## src/rtl/dacctl_pkg.sv

```systemverilog
// constants, field layouts and types for the converter control block
package dacctl_pkg;

   // channel counts and code widths
   localparam int VDAC_N = 4;
   localparam int IDAC_N = 5;
   localparam int VCODE_W = 12;
   localparam int VFRAC_W = 4;
   localparam int ICODE_W = 11;
   localparam int CTRL_W = 9;
   localparam int IRQ_W = 2;
   localparam int ADDR_W = 8;
   localparam int DATA_W = 32;

   // voltage converter data word fields
   localparam int VCODE_MSB = 27;
   localparam int VCODE_LSB = 16;
   localparam int VFRAC_MSB = 15;
   localparam int VFRAC_LSB = 12;
   // current converter data word fields
   localparam int ICODE_MSB = 26;
   localparam int ICODE_LSB = 16;

   // register map, byte addresses
   localparam logic [ADDR_W-1:0] VDAT_BASE = 8'h00;
   localparam logic [ADDR_W-1:0] VCTRL_BASE = 8'h10;
   localparam logic [ADDR_W-1:0] IDAT_BASE = 8'h20;
   localparam logic [ADDR_W-1:0] ICTRL_BASE = 8'h40;
   localparam logic [ADDR_W-1:0] TCTRL_ADDR = 8'h60;
   localparam logic [ADDR_W-1:0] STATUS_ADDR = 8'h64;
   localparam logic [ADDR_W-1:0] IRQ_STAT_ADDR = 8'h68;
   localparam logic [ADDR_W-1:0] IRQ_CLR_ADDR = 8'h6C;
   localparam logic [ADDR_W-1:0] IRQ_EN_ADDR = 8'h70;
   localparam logic [ADDR_W-1:0] VDAT_LAST = 8'h0C;
   localparam logic [ADDR_W-1:0] VCTRL_LAST = 8'h1C;
   localparam logic [ADDR_W-1:0] IDAT_LAST = 8'h30;
   localparam logic [ADDR_W-1:0] ICTRL_LAST = 8'h50;

   // bit positions in status, interrupt and thermal control words
   localparam int STA_TRIP_BIT = 0;
   localparam int STA_FAULT_BIT = 1;
   localparam int IRQ_TRIP_BIT = 0;
   localparam int IRQ_FAULT_BIT = 1;
   localparam int TCTRL_SD_DIS_BIT = 0;
   localparam int TCTRL_IRQ_DIS_BIT = 1;

   // voltage converter control word, bit 8 down to bit 0
   typedef struct packed {
      logic       power_down;
      logic       buf_low_power;
      logic       bypass;
      logic       dac_update_source;
      logic       dac_data_clear_n;
      logic       normal_mode;
      logic       rate_fast;
      logic [1:0] range;
   } dacctl_vctrl_t;

   // current converter control word, bit 8 down to bit 0
   typedef struct packed {
      logic [1:0] shuffle_mode;
      logic       msb_shuffle;
      logic       lsb_shuffle;
      logic       power_down;
      logic       dac_update_source;
      logic       dac_data_clear_n;
      logic       mode;
      logic       rsvd;
   } dacctl_ictrl_t;

   localparam logic [CTRL_W-1:0] VCTRL_RST = 9'h100;
   localparam logic [CTRL_W-1:0] ICTRL_RST = 9'h010;

   // range field codes
   localparam logic [1:0] RANGE_INTERNAL = 2'h0;
   localparam logic [1:0] RANGE_SUPPLY = 2'h3;

   typedef enum logic [1:0] {
      DACCTL_REF_INTERNAL,
      DACCTL_REF_EXTERNAL,
      DACCTL_REF_SUPPLY
   } dacctl_ref_t;

endpackage

```

## src/rtl/dacctl_top.sv

```systemverilog
// register file and output control for voltage and current converters
// Functional notes
// - voltage data word holds the 12-bit code in bits 27:16
// - bits 15:12 are fractional code bits, used only in interpolation mode
// - each voltage converter selects supply, internal or external reference
// - five current converters, each with an 11-bit code
// - after any reset current converters are powered down, output undriven
// - fault output set while reference resistor is below half expected value
// - thermal trip disables every current output stage, rest keeps running
// - thermal trip raises an interrupt and sets the trip flag
// - thermal shutdown path does not depend on core logic
// - trip flag survives software and watchdog resets
// - trip flag clears on hardware reset or writing 0 to status
// - update source bit 5 (bit 3 for current converters): set paces by timer one, clear by core clock
// - clear bit 4 (bit 2 for current converters) low forces data register to zero
// - thermal interrupt disable bit 1 low lets trip raise an interrupt
// - shutdown disable bit 0 low lets trip disable current outputs
//
// The address map and the APB slave port are this design's own decisions.
`timescale 1ns/1ps
module dacctl_top
   import dacctl_pkg::*;
(
   // clock and reset
   input  wire logic                              mclk,
   input  wire logic                              nrst,
   input  wire logic                              soft_reset,
   // apb slave
   input  wire logic                              psel,
   input  wire logic                              penable,
   input  wire logic                              pwrite,
   input  wire logic [ADDR_W-1:0]                 paddr,
   input  wire logic [DATA_W-1:0]                 pwdata,
   output logic      [DATA_W-1:0]                 prdata,
   output logic                                   pready,
   output logic                                   pslverr,
   // analog side inputs
   input  wire logic                              timer_one_tick,
   input  wire logic                              thermal_trip,
   input  wire logic                              rref_low_cmp,
   // voltage converter outputs
   output logic      [VDAC_N-1:0][VCODE_W-1:0]    vdac_code,
   output logic      [VDAC_N-1:0][VFRAC_W-1:0]    vdac_frac,
   output dacctl_ref_t [VDAC_N-1:0]               vdac_ref_sel,
   output logic      [VDAC_N-1:0]                 vdac_power_up,
   output logic      [VDAC_N-1:0]                 vdac_interp,
   output logic      [VDAC_N-1:0]                 vdac_interp_fast,
   output logic      [VDAC_N-1:0]                 vdac_buf_low_power,
   output logic      [VDAC_N-1:0]                 vdac_bypass,
   // current converter outputs
   output logic      [IDAC_N-1:0][ICODE_W-1:0]    idac_code,
   output logic      [IDAC_N-1:0]                 idac_drive_en,
   output logic                                   idac_shutdown,
   // status and interrupt
   output logic                                   rref_fault,
   output logic                                   irq
);

   logic [VDAC_N-1:0][VCODE_W+VFRAC_W-1:0] vdat_reg;
   logic [VDAC_N-1:0][VCODE_W+VFRAC_W-1:0] vdat_next;
   logic [VDAC_N-1:0][VCODE_W+VFRAC_W-1:0] vout_reg;
   logic [VDAC_N-1:0][VCODE_W+VFRAC_W-1:0] vout_next;
   dacctl_vctrl_t [VDAC_N-1:0]              vctrl_reg;
   dacctl_vctrl_t [VDAC_N-1:0]              vctrl_next;
   logic [IDAC_N-1:0][ICODE_W-1:0]          idat_reg;
   logic [IDAC_N-1:0][ICODE_W-1:0]          idat_next;
   logic [IDAC_N-1:0][ICODE_W-1:0]          iout_reg;
   logic [IDAC_N-1:0][ICODE_W-1:0]          iout_next;
   dacctl_ictrl_t [IDAC_N-1:0]              ictrl_reg;
   dacctl_ictrl_t [IDAC_N-1:0]              ictrl_next;
   logic                                    sd_dis_reg;
   logic                                    sd_dis_next;
   logic                                    irq_dis_reg;
   logic                                    irq_dis_next;
   logic [IRQ_W-1:0]                        istat_reg;
   logic [IRQ_W-1:0]                        istat_next;
   logic [IRQ_W-1:0]                        ien_reg;
   logic [IRQ_W-1:0]                        ien_next;
   logic                                    fault_reg;
   logic                                    fault_next;
   logic [DATA_W-1:0]                       prdata_reg;
   logic [DATA_W-1:0]                       prdata_next;

   logic             wr_access;
   logic             rd_setup;
   logic             hit_vdat;
   logic             hit_vctrl;
   logic             hit_idat;
   logic             hit_ictrl;
   logic             hit_tctrl;
   logic             hit_status;
   logic             hit_istat;
   logic             hit_iclr;
   logic             hit_ien;
   logic             mapped;
   logic [2:0]       vidx;
   logic [2:0]       iidx;
   logic [DATA_W-1:0] rd_word;
   logic             flag_clear;
   logic             trip_flag;
   logic             trip_event;
   logic             fault_event;
   logic [IRQ_W-1:0] events;

   // zero-wait slave: read data is captured in the setup cycle
   assign wr_access = psel & penable & pwrite;
   assign rd_setup = psel & ~penable & ~pwrite;

   always_comb
   begin
      hit_vdat = 1'b0;
      hit_vctrl = 1'b0;
      hit_idat = 1'b0;
      hit_ictrl = 1'b0;
      hit_tctrl = 1'b0;
      hit_status = 1'b0;
      hit_istat = 1'b0;
      hit_iclr = 1'b0;
      hit_ien = 1'b0;
      vidx = {1'b0, paddr[3:2]};
      iidx = paddr[4:2];
      if (paddr[1:0] != 2'h0)
      begin
         hit_vdat = 1'b0;
      end
      else if (paddr >= VDAT_BASE && paddr <= VDAT_LAST)
      begin
         hit_vdat = 1'b1;
      end
      else if (paddr >= VCTRL_BASE && paddr <= VCTRL_LAST)
      begin
         hit_vctrl = 1'b1;
      end
      else if (paddr >= IDAT_BASE && paddr <= IDAT_LAST)
      begin
         hit_idat = 1'b1;
      end
      else if (paddr >= ICTRL_BASE && paddr <= ICTRL_LAST)
      begin
         hit_ictrl = 1'b1;
      end
      else if (paddr == TCTRL_ADDR)
      begin
         hit_tctrl = 1'b1;
      end
      else if (paddr == STATUS_ADDR)
      begin
         hit_status = 1'b1;
      end
      else if (paddr == IRQ_STAT_ADDR)
      begin
         hit_istat = 1'b1;
      end
      else if (paddr == IRQ_CLR_ADDR)
      begin
         hit_iclr = 1'b1;
      end
      else if (paddr == IRQ_EN_ADDR)
      begin
         hit_ien = 1'b1;
      end
      mapped = hit_vdat | hit_vctrl | hit_idat | hit_ictrl | hit_tctrl | hit_status | hit_istat | hit_iclr | hit_ien;
   end

   always_comb
   begin
      rd_word = '0;
      if (hit_vdat)
      begin
         rd_word[VCODE_MSB:VFRAC_LSB] = vdat_reg[vidx[1:0]];
      end
      else if (hit_vctrl)
      begin
         rd_word[CTRL_W-1:0] = vctrl_reg[vidx[1:0]];
      end
      else if (hit_idat)
      begin
         rd_word[ICODE_MSB:ICODE_LSB] = idat_reg[iidx];
      end
      else if (hit_ictrl)
      begin
         rd_word[CTRL_W-1:0] = ictrl_reg[iidx];
      end
      else if (hit_tctrl)
      begin
         rd_word[TCTRL_SD_DIS_BIT] = sd_dis_reg;
         rd_word[TCTRL_IRQ_DIS_BIT] = irq_dis_reg;
      end
      else if (hit_status)
      begin
         rd_word[STA_TRIP_BIT] = trip_flag;
         rd_word[STA_FAULT_BIT] = fault_reg;
      end
      else if (hit_istat)
      begin
         rd_word[IRQ_W-1:0] = istat_reg;
      end
      else if (hit_ien)
      begin
         rd_word[IRQ_W-1:0] = ien_reg;
      end
      prdata_next = rd_setup ? rd_word : prdata_reg;
   end

   assign pready = 1'b1;
   assign pslverr = psel & penable & ~mapped;
   assign prdata = prdata_reg;

   // voltage converters
   genvar gv;
   generate
      for (gv = 0; gv < VDAC_N; gv++)
      begin : g_vdac
         always_comb
         begin
            vdat_next[gv] = vdat_reg[gv];
            vctrl_next[gv] = vctrl_reg[gv];
            vout_next[gv] = vout_reg[gv];
            if (soft_reset)
            begin
               vdat_next[gv] = '0;
               vctrl_next[gv] = VCTRL_RST;
               vout_next[gv] = '0;
            end
            else
            begin
               if (wr_access && hit_vdat && vidx == gv)
               begin
                  vdat_next[gv] = pwdata[VCODE_MSB:VFRAC_LSB];
               end
               if (wr_access && hit_vctrl && vidx == gv)
               begin
                  vctrl_next[gv] = pwdata[CTRL_W-1:0];
               end
               if (!vctrl_reg[gv].dac_data_clear_n)
               begin
                  vdat_next[gv] = '0;
               end
               if (!vctrl_reg[gv].dac_update_source || timer_one_tick)
               begin
                  vout_next[gv] = vdat_reg[gv];
               end
            end
         end

         always_ff @(posedge mclk or negedge nrst)
         begin
            if (!nrst)
            begin
               vdat_reg[gv] <= '0;
               vctrl_reg[gv] <= VCTRL_RST;
               vout_reg[gv] <= '0;
            end
            else
            begin
               vdat_reg[gv] <= vdat_next[gv];
               vctrl_reg[gv] <= vctrl_next[gv];
               vout_reg[gv] <= vout_next[gv];
            end
         end

         assign vdac_code[gv] = vout_reg[gv][VCODE_W+VFRAC_W-1:VFRAC_W];
         // fraction bits reach the converter only while interpolating
         assign vdac_frac[gv] = vctrl_reg[gv].normal_mode ? '0 : vout_reg[gv][VFRAC_W-1:0];
         assign vdac_ref_sel[gv] = (vctrl_reg[gv].range == RANGE_INTERNAL) ? DACCTL_REF_INTERNAL :
                                   (vctrl_reg[gv].range == RANGE_SUPPLY) ? DACCTL_REF_SUPPLY :
                                   DACCTL_REF_EXTERNAL;
         assign vdac_power_up[gv] = ~vctrl_reg[gv].power_down;
         assign vdac_interp[gv] = ~vctrl_reg[gv].normal_mode;
         assign vdac_interp_fast[gv] = vctrl_reg[gv].rate_fast;
         assign vdac_buf_low_power[gv] = vctrl_reg[gv].buf_low_power;
         assign vdac_bypass[gv] = vctrl_reg[gv].bypass;
      end
   endgenerate

   // current converters
   genvar gi;
   generate
      for (gi = 0; gi < IDAC_N; gi++)
      begin : g_idac
         always_comb
         begin
            idat_next[gi] = idat_reg[gi];
            ictrl_next[gi] = ictrl_reg[gi];
            iout_next[gi] = iout_reg[gi];
            if (soft_reset)
            begin
               idat_next[gi] = '0;
               ictrl_next[gi] = ICTRL_RST;
               iout_next[gi] = '0;
            end
            else
            begin
               if (wr_access && hit_idat && iidx == gi)
               begin
                  idat_next[gi] = pwdata[ICODE_MSB:ICODE_LSB];
               end
               if (wr_access && hit_ictrl && iidx == gi)
               begin
                  ictrl_next[gi] = pwdata[CTRL_W-1:0];
               end
               if (!ictrl_reg[gi].dac_data_clear_n)
               begin
                  idat_next[gi] = '0;
               end
               if (!ictrl_reg[gi].dac_update_source || timer_one_tick)
               begin
                  iout_next[gi] = idat_reg[gi];
               end
            end
         end

         always_ff @(posedge mclk or negedge nrst)
         begin
            if (!nrst)
            begin
               idat_reg[gi] <= '0;
               ictrl_reg[gi] <= ICTRL_RST;
               iout_reg[gi] <= '0;
            end
            else
            begin
               idat_reg[gi] <= idat_next[gi];
               ictrl_reg[gi] <= ictrl_next[gi];
               iout_reg[gi] <= iout_next[gi];
            end
         end

         assign idac_code[gi] = iout_reg[gi];
         assign idac_drive_en[gi] = ~ictrl_reg[gi].power_down & ~idac_shutdown;
      end
   endgenerate

   // thermal control, fault and interrupt state
   assign flag_clear = wr_access & hit_status & ~pwdata[STA_TRIP_BIT];
   assign fault_event = rref_low_cmp & ~fault_reg;
   assign events = {fault_event, trip_event};

   always_comb
   begin
      sd_dis_next = sd_dis_reg;
      irq_dis_next = irq_dis_reg;
      ien_next = ien_reg;
      fault_next = rref_low_cmp;
      // a new event in the clearing cycle stays set
      istat_next = (istat_reg & ~((wr_access && hit_iclr) ? pwdata[IRQ_W-1:0] : '0)) | events;
      if (soft_reset)
      begin
         sd_dis_next = 1'b0;
         irq_dis_next = 1'b0;
         ien_next = '0;
         istat_next = '0;
      end
      else
      begin
         if (wr_access && hit_tctrl)
         begin
            sd_dis_next = pwdata[TCTRL_SD_DIS_BIT];
            irq_dis_next = pwdata[TCTRL_IRQ_DIS_BIT];
         end
         if (wr_access && hit_ien)
         begin
            ien_next = pwdata[IRQ_W-1:0];
         end
      end
   end

   always_ff @(posedge mclk or negedge nrst)
   begin
      if (!nrst)
      begin
         sd_dis_reg <= 1'b0;
         irq_dis_reg <= 1'b0;
         ien_reg <= '0;
         istat_reg <= '0;
         fault_reg <= 1'b0;
         prdata_reg <= '0;
      end
      else
      begin
         sd_dis_reg <= sd_dis_next;
         irq_dis_reg <= irq_dis_next;
         ien_reg <= ien_next;
         istat_reg <= istat_next;
         fault_reg <= fault_next;
         prdata_reg <= prdata_next;
      end
   end

   assign rref_fault = fault_reg;
   assign irq = |(istat_reg & ien_reg);

   dacctl_thermal u_thermal
   (
      .mclk              (mclk),
      .nrst              (nrst),
      .thermal_trip      (thermal_trip),
      .shutdown_disable  (sd_dis_reg),
      .irq_disable       (irq_dis_reg),
      .flag_clear        (flag_clear),
      .idac_shutdown     (idac_shutdown),
      .thermal_trip_flag (trip_flag),
      .trip_event        (trip_event)
   );

endmodule // dacctl_top

```

## src/rtl/dacctl_thermal.sv

```systemverilog
// thermal trip path: output shutdown, sticky trip flag, trip event
`timescale 1ns/1ps
module dacctl_thermal
   import dacctl_pkg::*;
(
   // clock and power-on/hardware reset
   input  wire logic mclk,
   input  wire logic nrst,
   // sensor and control
   input  wire logic thermal_trip,
   input  wire logic shutdown_disable,
   input  wire logic irq_disable,
   input  wire logic flag_clear,
   // results
   output logic      idac_shutdown,
   output logic      thermal_trip_flag,
   output logic      trip_event
);

   logic trip_prev_reg;
   logic trip_prev_next;
   logic flag_reg;
   logic flag_next;
   logic event_reg;
   logic event_next;

   // no register in this path, so a hung core cannot hold the stages on
   assign idac_shutdown = thermal_trip & ~shutdown_disable;

   always_comb
   begin
      trip_prev_next = thermal_trip;
      event_next = thermal_trip & ~trip_prev_reg & ~irq_disable;
      flag_next = flag_reg;
      // a trip still present beats the software clear
      if (thermal_trip)
      begin
         flag_next = 1'b1;
      end
      else if (flag_clear)
      begin
         flag_next = 1'b0;
      end
   end

   // only nrst reaches this flag; soft and watchdog resets do not
   always_ff @(posedge mclk or negedge nrst)
   begin
      if (!nrst)
      begin
         trip_prev_reg <= 1'b0;
         flag_reg <= 1'b0;
         event_reg <= 1'b0;
      end
      else
      begin
         trip_prev_reg <= trip_prev_next;
         flag_reg <= flag_next;
         event_reg <= event_next;
      end
   end

   assign thermal_trip_flag = flag_reg;
   assign trip_event = event_reg;

endmodule // dacctl_thermal

```

## config.mk

```make
export PLATFORM = sky130hd
export DESIGN_NAME = dacctl_top
export DESIGN_NICKNAME = d
export VERILOG_FILES = /design/src/rtl/dacctl_pkg.sv /design/src/rtl/dacctl_top.sv /design/src/rtl/dacctl_thermal.sv
export SDC_FILE = /design/constraint.sdc
export NUM_CORES = 1
export LEC_CHECK = 0
export BUFFER_PORTS_ARGS = -buffer_cell sky130_fd_sc_hd__buf_2
export CAP_MARGIN = 20
export CORE_ASPECT_RATIO = 0.6
export CORE_MARGIN = 3
export CORE_UTILIZATION = 60
export DETAILED_ROUTE_END_ITERATION = 7
export PLACE_DENSITY = 0.83
export SETUP_SLACK_MARGIN = 0.2
export SKIP_LAST_GASP = 1
export SLEW_MARGIN = 20
export SYNTH_ARGS = -nofsm -noshare
export SYNTH_HDL_FRONTEND = slang
export SYNTH_SLANG_ARGS = --single-unit
```

## constraint.sdc

```tcl
create_clock -name mclk -period 2.82 [get_ports mclk]
set_input_delay 0.564 -clock mclk [delete_from_list [all_inputs] [get_ports mclk]]
set_output_delay 0.564 -clock mclk [all_outputs]
set_load 0.03 [all_outputs]
```

==> impl_results.md, run 1 <==
* Max Slew Vio Count at 0
* Drt wl/cell at 23.38 µm
* EDFF count, synth at 0
* Clock Tree Buf Depth at 3
* Clock Latency Late Sink at 0.53 ns
* Cell Chain, Critical Path: buf_2, o21a_1, o21ai_0, a21oi_1, buf_2
* Fin. Hold Viols at 0
* Status: completed
* Hold Path Class: primary input to flop
* Layout Skew at 0.01512 ns
* Max reg flops at 64
* Worst EP required at 2.26 ns
* Max-cap viol count at 0
* Initial antenna violation count at 1
* Ys flop type: dfrtp_1
* Worst-path fanout max at 20
* Final setup viols at 0
* Largest net degree at the start of global routing at 104
* Area share of the largest cell type after synthesis at 0.5291
* CTS root buf: clkbuf_16
* CP arrival at 1.73 ns
* Mapped cell area at 16320 µm²
* Power per cell area at 552.4 nW/µm²
* Filler cells at 1983
* Leak Pwr at 0.008660 µW
* Drt total wl at 48720 µm
* ANT nets after route at 0
* Fraction of registers with async set/reset at 1.000
* Critical Path End Type: output pin
* Largest area contributor in the netlist: dfrtp_1
* Max-slew headroom at 0.3034
* Syn. warnings at 0
* First-pass GRT wire length at 75330 µm
* Min Tclk post-route at 2.289 ns
* Core area at 26590 µm²
* RD Place Congestion at 0.9436
* Buffers on Ports at 222
* Slew @ Worst Pin at 1.045 ns
* CP Launch Type: primary input
* I/O pin count at 238
* Post-CTS Setup Bufs at 0
* DIE HEIGHT at 133.7 µm
* Area Growth Syn to Fin at 12.75%
* Final period util at 0.8117
* Vias in the first global route at 13020
* 1st-iter DRT viols at 1657
* Worst VDD drop at 0.0003596 V
* H-tree depth at 2
* CTS Sinks at 354
* Register area share after synthesis at 0.5436
* Setup TNS at 0 ns
* DR DRC count at 0
* Max Clk Rate at 436.9 MHz
* Storage cell area at 8870 µm²
* Grt ovf at 0
* Gate Count Post-Synth at 1584
* Row count at 46
* Clk slew on worst S/H paths at 0.06 ns
* Synth top area cells: dfrtp_1 53%, nand2_1 7.3%, a22o_1 6.5%
* Overall Global Routing Usage at 0.3336
* CTS buffer count at 34
* Layout Nets at 1756
* Distinct cell type count after synthesis at 53
* Layout cell share with drive strength beyond 1 at 0.2263
* CP peak stage delay at 0.40 ns
* Multi-input gate area at 6369 µm²
* HPWL after detailed placement at 33720 µm
* Setup CP Type: primary input to output pin
* Crit path top cell by count: buf_2
* Initial Util at 0.6136
* Final core occ at 0.6918
* Vias at 13270
* Vias per cell at 6.366
* Die area at 29270 µm²
* RSZ-0062 raised after global routing: false
* Average cell area after synthesis at 10.30 µm²
* Die width at 218.9 µm
* 1st-pass router iterations at 5
* Flops & latches, synth at 354
* Slowest CP cell: buf_2
* CTS tree: yes
==> report_power, final <==
part	switching [µW]	leakage [µW]	internal (µW)	total, µW
Sequential	24.5	0.00488	5110	5130
Clock	1930	0.000514	2510	4440
Combinational	459	0.00326	134	594
==> kinds of logic (layout without fill, tap and decap cells) <==
group | count (synthesis) | after routing | synth area share
simple gates | 539 | 539 | 0.1447
compound gates | 368 | 368 | 0.1487
flops | 354 | 354 | 0.5436
buf+inv | 216 | 349 | 0.06971
mux | 101 | 101 | 0.08972
fa+ha+maj | 4 | 4 | 0.003068
other cells | 2 | 9 | 0.0004603
==> worst max-delay path: cells and delay by family <==
family,cells,cell delay [ns]
buffers and inverters,2,0.64
AO/OA/AOI/OAI,3,0.52
==> final timing paths <==
path,from,endpoint,slack (ns),depth (start not counted)
worst max register to register,vctrl_reg[23],vdac_code[27],1.17,3
min in group asynchronous,nrst,rref_fault,0.59,2
max in group asynchronous,nrst,vdat_reg[35],1.29,3
worst max-delay path,paddr[4],pslverr,0.53,5
worst min register to register,u_thermal.trip_prev_reg,u_thermal.trip_event,0.42,1
worst min-delay path,rref_low_cmp,rref_fault,0.17,1
==> final cells by class <==
cell class,count,area share
diodes,1,0.0001360
flip-flops and latches,354,0.4821
repair buffers,280,0.08726
clock buffers,49,0.05319
well taps,360,0.02448
clock inverters,7,0.003945
multi-input cells,1020,0.3462
inverters,13,0.002653
==> cells in the mapped netlist, types with 11 or more instances <==
cell,count
a21oi_1,186
a22o_1,121
buf_1,19
buf_2,21
buf_4,78
clkbuf_1,84
dfrtp_1,345
inv_1,11
mux2i_1,63
mux4_2,36
nand2_1,316
nand2b_1,15
nand3_1,59
nor2_1,74
nor2b_1,30
nor3_1,11
o21ai_0,20
==> routing by layer <==
layer	track usage	share of wire
met2	0.4939	0.45
met3	0.08730	0.11
met1	0.4867	0.40
met4	0.1090	0.031
met5	0	0
==> through the flow <==
stage | area, µm² | setup WS (ns) | std cells | hold slack, ns | power, µW
floorplan | 16340 | 0.5965 | 1590 | 0.2684 | 5518
global placement | 17330 | 0.3238 | 2026 | 0.3910 | 5795
detailed placement | 17330 | 0.2504 | 2026 | 0.3961 | 5805
CTS | 18390 | 0.5542 | 2083 | 0.1578 | 10170
global route | 18400 | 0.5091 | 2084 | 0.1643 | 10430
finish | 18400 | 0.5309 | 2084 | 0.1657 | 10160
==> cells in the final DEF (no fill, tap or decap), drive strengths merged, types with 3 or more instances in the layout <==
master   synthesis  final
buf            119    279
o21ai           21     21
nor3            13     13
nor3b            5      5
conb             2      8
dfrtp          345    345
nand2          316    316
a2bb2oi          3      3
nor2            74     74
nand2b          15     15
nor2b           30     30
clkinv           2      5
a22o           121    121
a32oi            4      4
o311a            3      3
a21oi          186    186
a211oi           7      7
clkbuf          84     49
nor4             9      9
ha               4      4
mux2i           63     63
a22oi            9      9
inv             11     13
nand3           59     59
dfstp            9      9
mux4            36     36
or4              3      3
a31o             4      4
and3             8      8
==> repair_timing <==
action / CTS / global route
hold endpoints to repair: 36 / 0
gates resized for setup: 0 / 0
hold buffers: 1 / 0
Power figures use the tool's default switching activity.
==> run 2, diff against run 1 <==
--- a/config.mk
+++ b/config.mk
@@ -9,9 +9,9 @@
 export CAP_MARGIN = 20
 export CORE_ASPECT_RATIO = 0.6
 export CORE_MARGIN = 3
-export CORE_UTILIZATION = 60
+export CORE_UTILIZATION = 57
 export DETAILED_ROUTE_END_ITERATION = 7
-export PLACE_DENSITY = 0.83
+export PLACE_DENSITY = 0.8
 export SETUP_SLACK_MARGIN = 0.2
 export SKIP_LAST_GASP = 1
 export SLEW_MARGIN = 20
==> constraint.sdc (replaced) <==
create_clock -name mclk -period 2.4 [get_ports mclk]
set_input_delay 0.48 -clock mclk [delete_from_list [all_inputs] [get_ports mclk]]
set_output_delay 0.48 -clock mclk [all_outputs]
set_load 0.03 [all_outputs]
==> run 2 against run 1 <==
Register-to-register slack got worse by 0.42 ns; core utilization fell by 2.1 points; die area rose by 5.1%; largest cell class unchanged; clock power rose by 27%; largest power group unchanged.
==> impl_results.md, run 2 (synthesis results as in run 1) <==
* Status: completed
* CTS tree: yes
* CTS root buf: clkbuf_16
* Max-cap viol count at 0 (unchanged)
* Commonest non-fill, non-tap cells in the layout: 345 x dfrtp_1, 316 x nand2_1, 219 x buf_2
* Clock Tree Buf Depth at 3 (unchanged)
* CP Launch Type: flop
* 1st-pass router iterations at 6 (+1)
* 1st-iter DRT viols at 1657 (unchanged)
* CTS Sinks at 354 (unchanged)
* Critical Path End Type: output pin
* Fin. Hold Viols at 0 (unchanged)
* Area Growth Syn to Fin at 14.60%
* Switching part of the total power at 0.2357 (-0.001779)
* Clk slew on worst S/H paths at 0.06 ns (about the same)
* Vias per cell at 6.296 (-1.1%)
* Clock Latency Late Sink at 0.53 ns (about the same)
* Layout Nets at 1772 (+0.91%)
* M2 GR Usage at 0.4575 (-0.03643)
* Largest net degree at the start of global routing at 73 (-30%)
* CTS buffer count at 34 (unchanged)
* First-pass GRT wire length at 73780 µm (-2.1%)
* PostCTS Resize Cnt at 0 (unchanged)
* Non-Filler Instances at 2113 (+1.4%)
* Layout Skew at 0.02961 ns (+0.01449 ns)
* Vias at 13300 (+0.29%)
* Drt total wl at 48430 µm (-0.59%)
* DIE HEIGHT at 137.1 µm (+2.5%)
* Reg power frac at 0.487 (-0.018)
* Clock group share of total power at 0.455 (+0.018)
* Hold Path Class: primary input to flop
* Overall Global Routing Usage at 0.3113 (-0.02230)
* Min Tclk post-route at 2.089 ns
* RSZ-0062 raised after global routing: false
* Grt met1 use at 0.4539 (-0.03282)
* CP peak stage delay at 0.41 ns (about the same)
* GR Layer Usage met3 at 0.07974 (-0.007561)
* Max Clk Rate at 478.7 MHz
* Final setup viols at 0 (unchanged)
* Die width at 224.4 µm (+2.5%)
* Multi-input gate area at 6369 µm² (unchanged)
* Max-slew headroom at 0.3046 (+0.001120)
* Worst VDD drop at 0.0003903 V (+8.5%)
* H-tree depth at 2 (unchanged)
* I/O pin count at 238 (unchanged)
* Grt peak-use layer: met2
* Cell Chain, Critical Path: nor2b_1, nor2_1, buf_2
* Placed cells at 2049 (+1.1%)
* Worst-path fanout max at 6 (-70%)
* Layout cell share with drive strength beyond 1 at 0.2351 (+0.008742)
* Commonest non-fill, non-tap cell in the layout: dfrtp_1
* Power per cell area at 661.7 nW/µm² (+20%)
* Storage cell area at 8870 µm² (unchanged)
* DR DRC count at 0 (unchanged)
* Internal power at 9457 µW (+22%)
* ANT nets after route at 0 (unchanged)
* Setup CP Type: flop to output pin
* Row count at 47 (+2.2%)
* Initial antenna violation count at 2 (+1)
* Max reg flops at 64 (unchanged)
* Setup TNS at 0 ns (unchanged)
* Vias in the first global route at 12870 (-1.2%)
* Worst EP required at 1.92 ns (-0.34 ns)
* RD Place Congestion at 0.9053 (-4.1%)
* Filler cells at 2083 (+5.0%)
* Psw at 2916 µW (+21%)
* Initial Util at 0.5853 (-0.02826)
* Max Slew Vio Count at 0 (unchanged)
* Grt ovf at 0 (unchanged)
* Die area at 30760 µm² (+5.1%)
* Buffers on Ports at 222 (unchanged)
* Leak Pwr at 0.008797 µW (+1.6%)
* CP arrival at 1.61 ns (-0.12 ns)
* Slew @ Worst Pin at 1.041 ns (-0.003823 ns)
* Drt wl/cell at 22.92 µm (-2.0%)
* Core area at 27870 µm² (+4.8%)
* Logic pwr share at 0.058 (about the same)
* Slowest CP cell: dfrtp_1
* HPWL after detailed placement at 33760 µm (+0.12%)
* Final period util at 0.8704
==> run 2: routing by layer <==
| metal | vias up | wire, µm |
|---|---|---|
| met1 | 6623 | 20030 |
| met3 | 118 | 5511 |
| met4 | 0 | 1477 |
| li1 | 5716 | - |
| met5 | - | 0 |
| met2 | 847 | 21410 |
==> run 2: cell type report <==
type	instances	area share
flip-flops and latches	354	0.4744
multi-input cells	1020	0.3406
repair buffers	296	0.09629
clock buffers	50	0.05253
well taps	367	0.02456
clock inverters	11	0.008766
inverters	13	0.002610
diodes	2	0.0002677
==> run 2: critical path, delay by kind of cell (launching register included) <==
| kind | cells | cell delay (ns) |
|---|---|---|
| flops | 1 | 0.41 |
| buf+inv | 1 | 0.20 |
| simple gates | 2 | 0.50 |
==> run 2: per-stage QoR <==
stage	total power (µW)	setup WS (ns)	area [µm²]	hold slack (ns)	utilization
3_5_place_dp	6840	-0.03007	17530	0.3905	0.6291
3_3_place_gp	6828	0.05335	17530	0.3919	0.6291
6_report	12370	0.3110	18700	0.09292	0.6708
4_1_cts	12380	0.3287	18690	0.08229	0.6705
2_1_floorplan	6484	0.3140	16340	0.1844	-
5_1_grt	12670	0.2328	18700	0.09406	0.6708
==> run 2: what timing repair did <==
item,in CTS,in global routing
hold buffers,1,0
buffers inserted,0,0
endpoints found under the hold margin,39,0
==> run 2: final timing paths <==
check                                        start  depth (start not counted)                    to  slack [ns]
max                                     sd_dis_reg                          3      idac_drive_en[1]        0.31
min                                   rref_low_cmp                          1            rref_fault        0.09
max reg2reg                          vctrl_reg[23]                          3          vout_reg[35]        0.75
min reg2reg                u_thermal.trip_prev_reg                          1  u_thermal.trip_event        0.40
max in group asynchronous                     nrst                          3             prdata[8]        1.13
min in group asynchronous                     nrst                          2            rref_fault        0.49
==> run 2: power by group through the flow <==
stage,Sequential (µW),Combinational [µW],Clock [µW]
after floorplan,6190,296,0
after global placement,6140,689,0
after detailed placement,6140,702,0
after CTS,6030,707,5650
after global routing,6020,763,5880
final,6030,716,5630
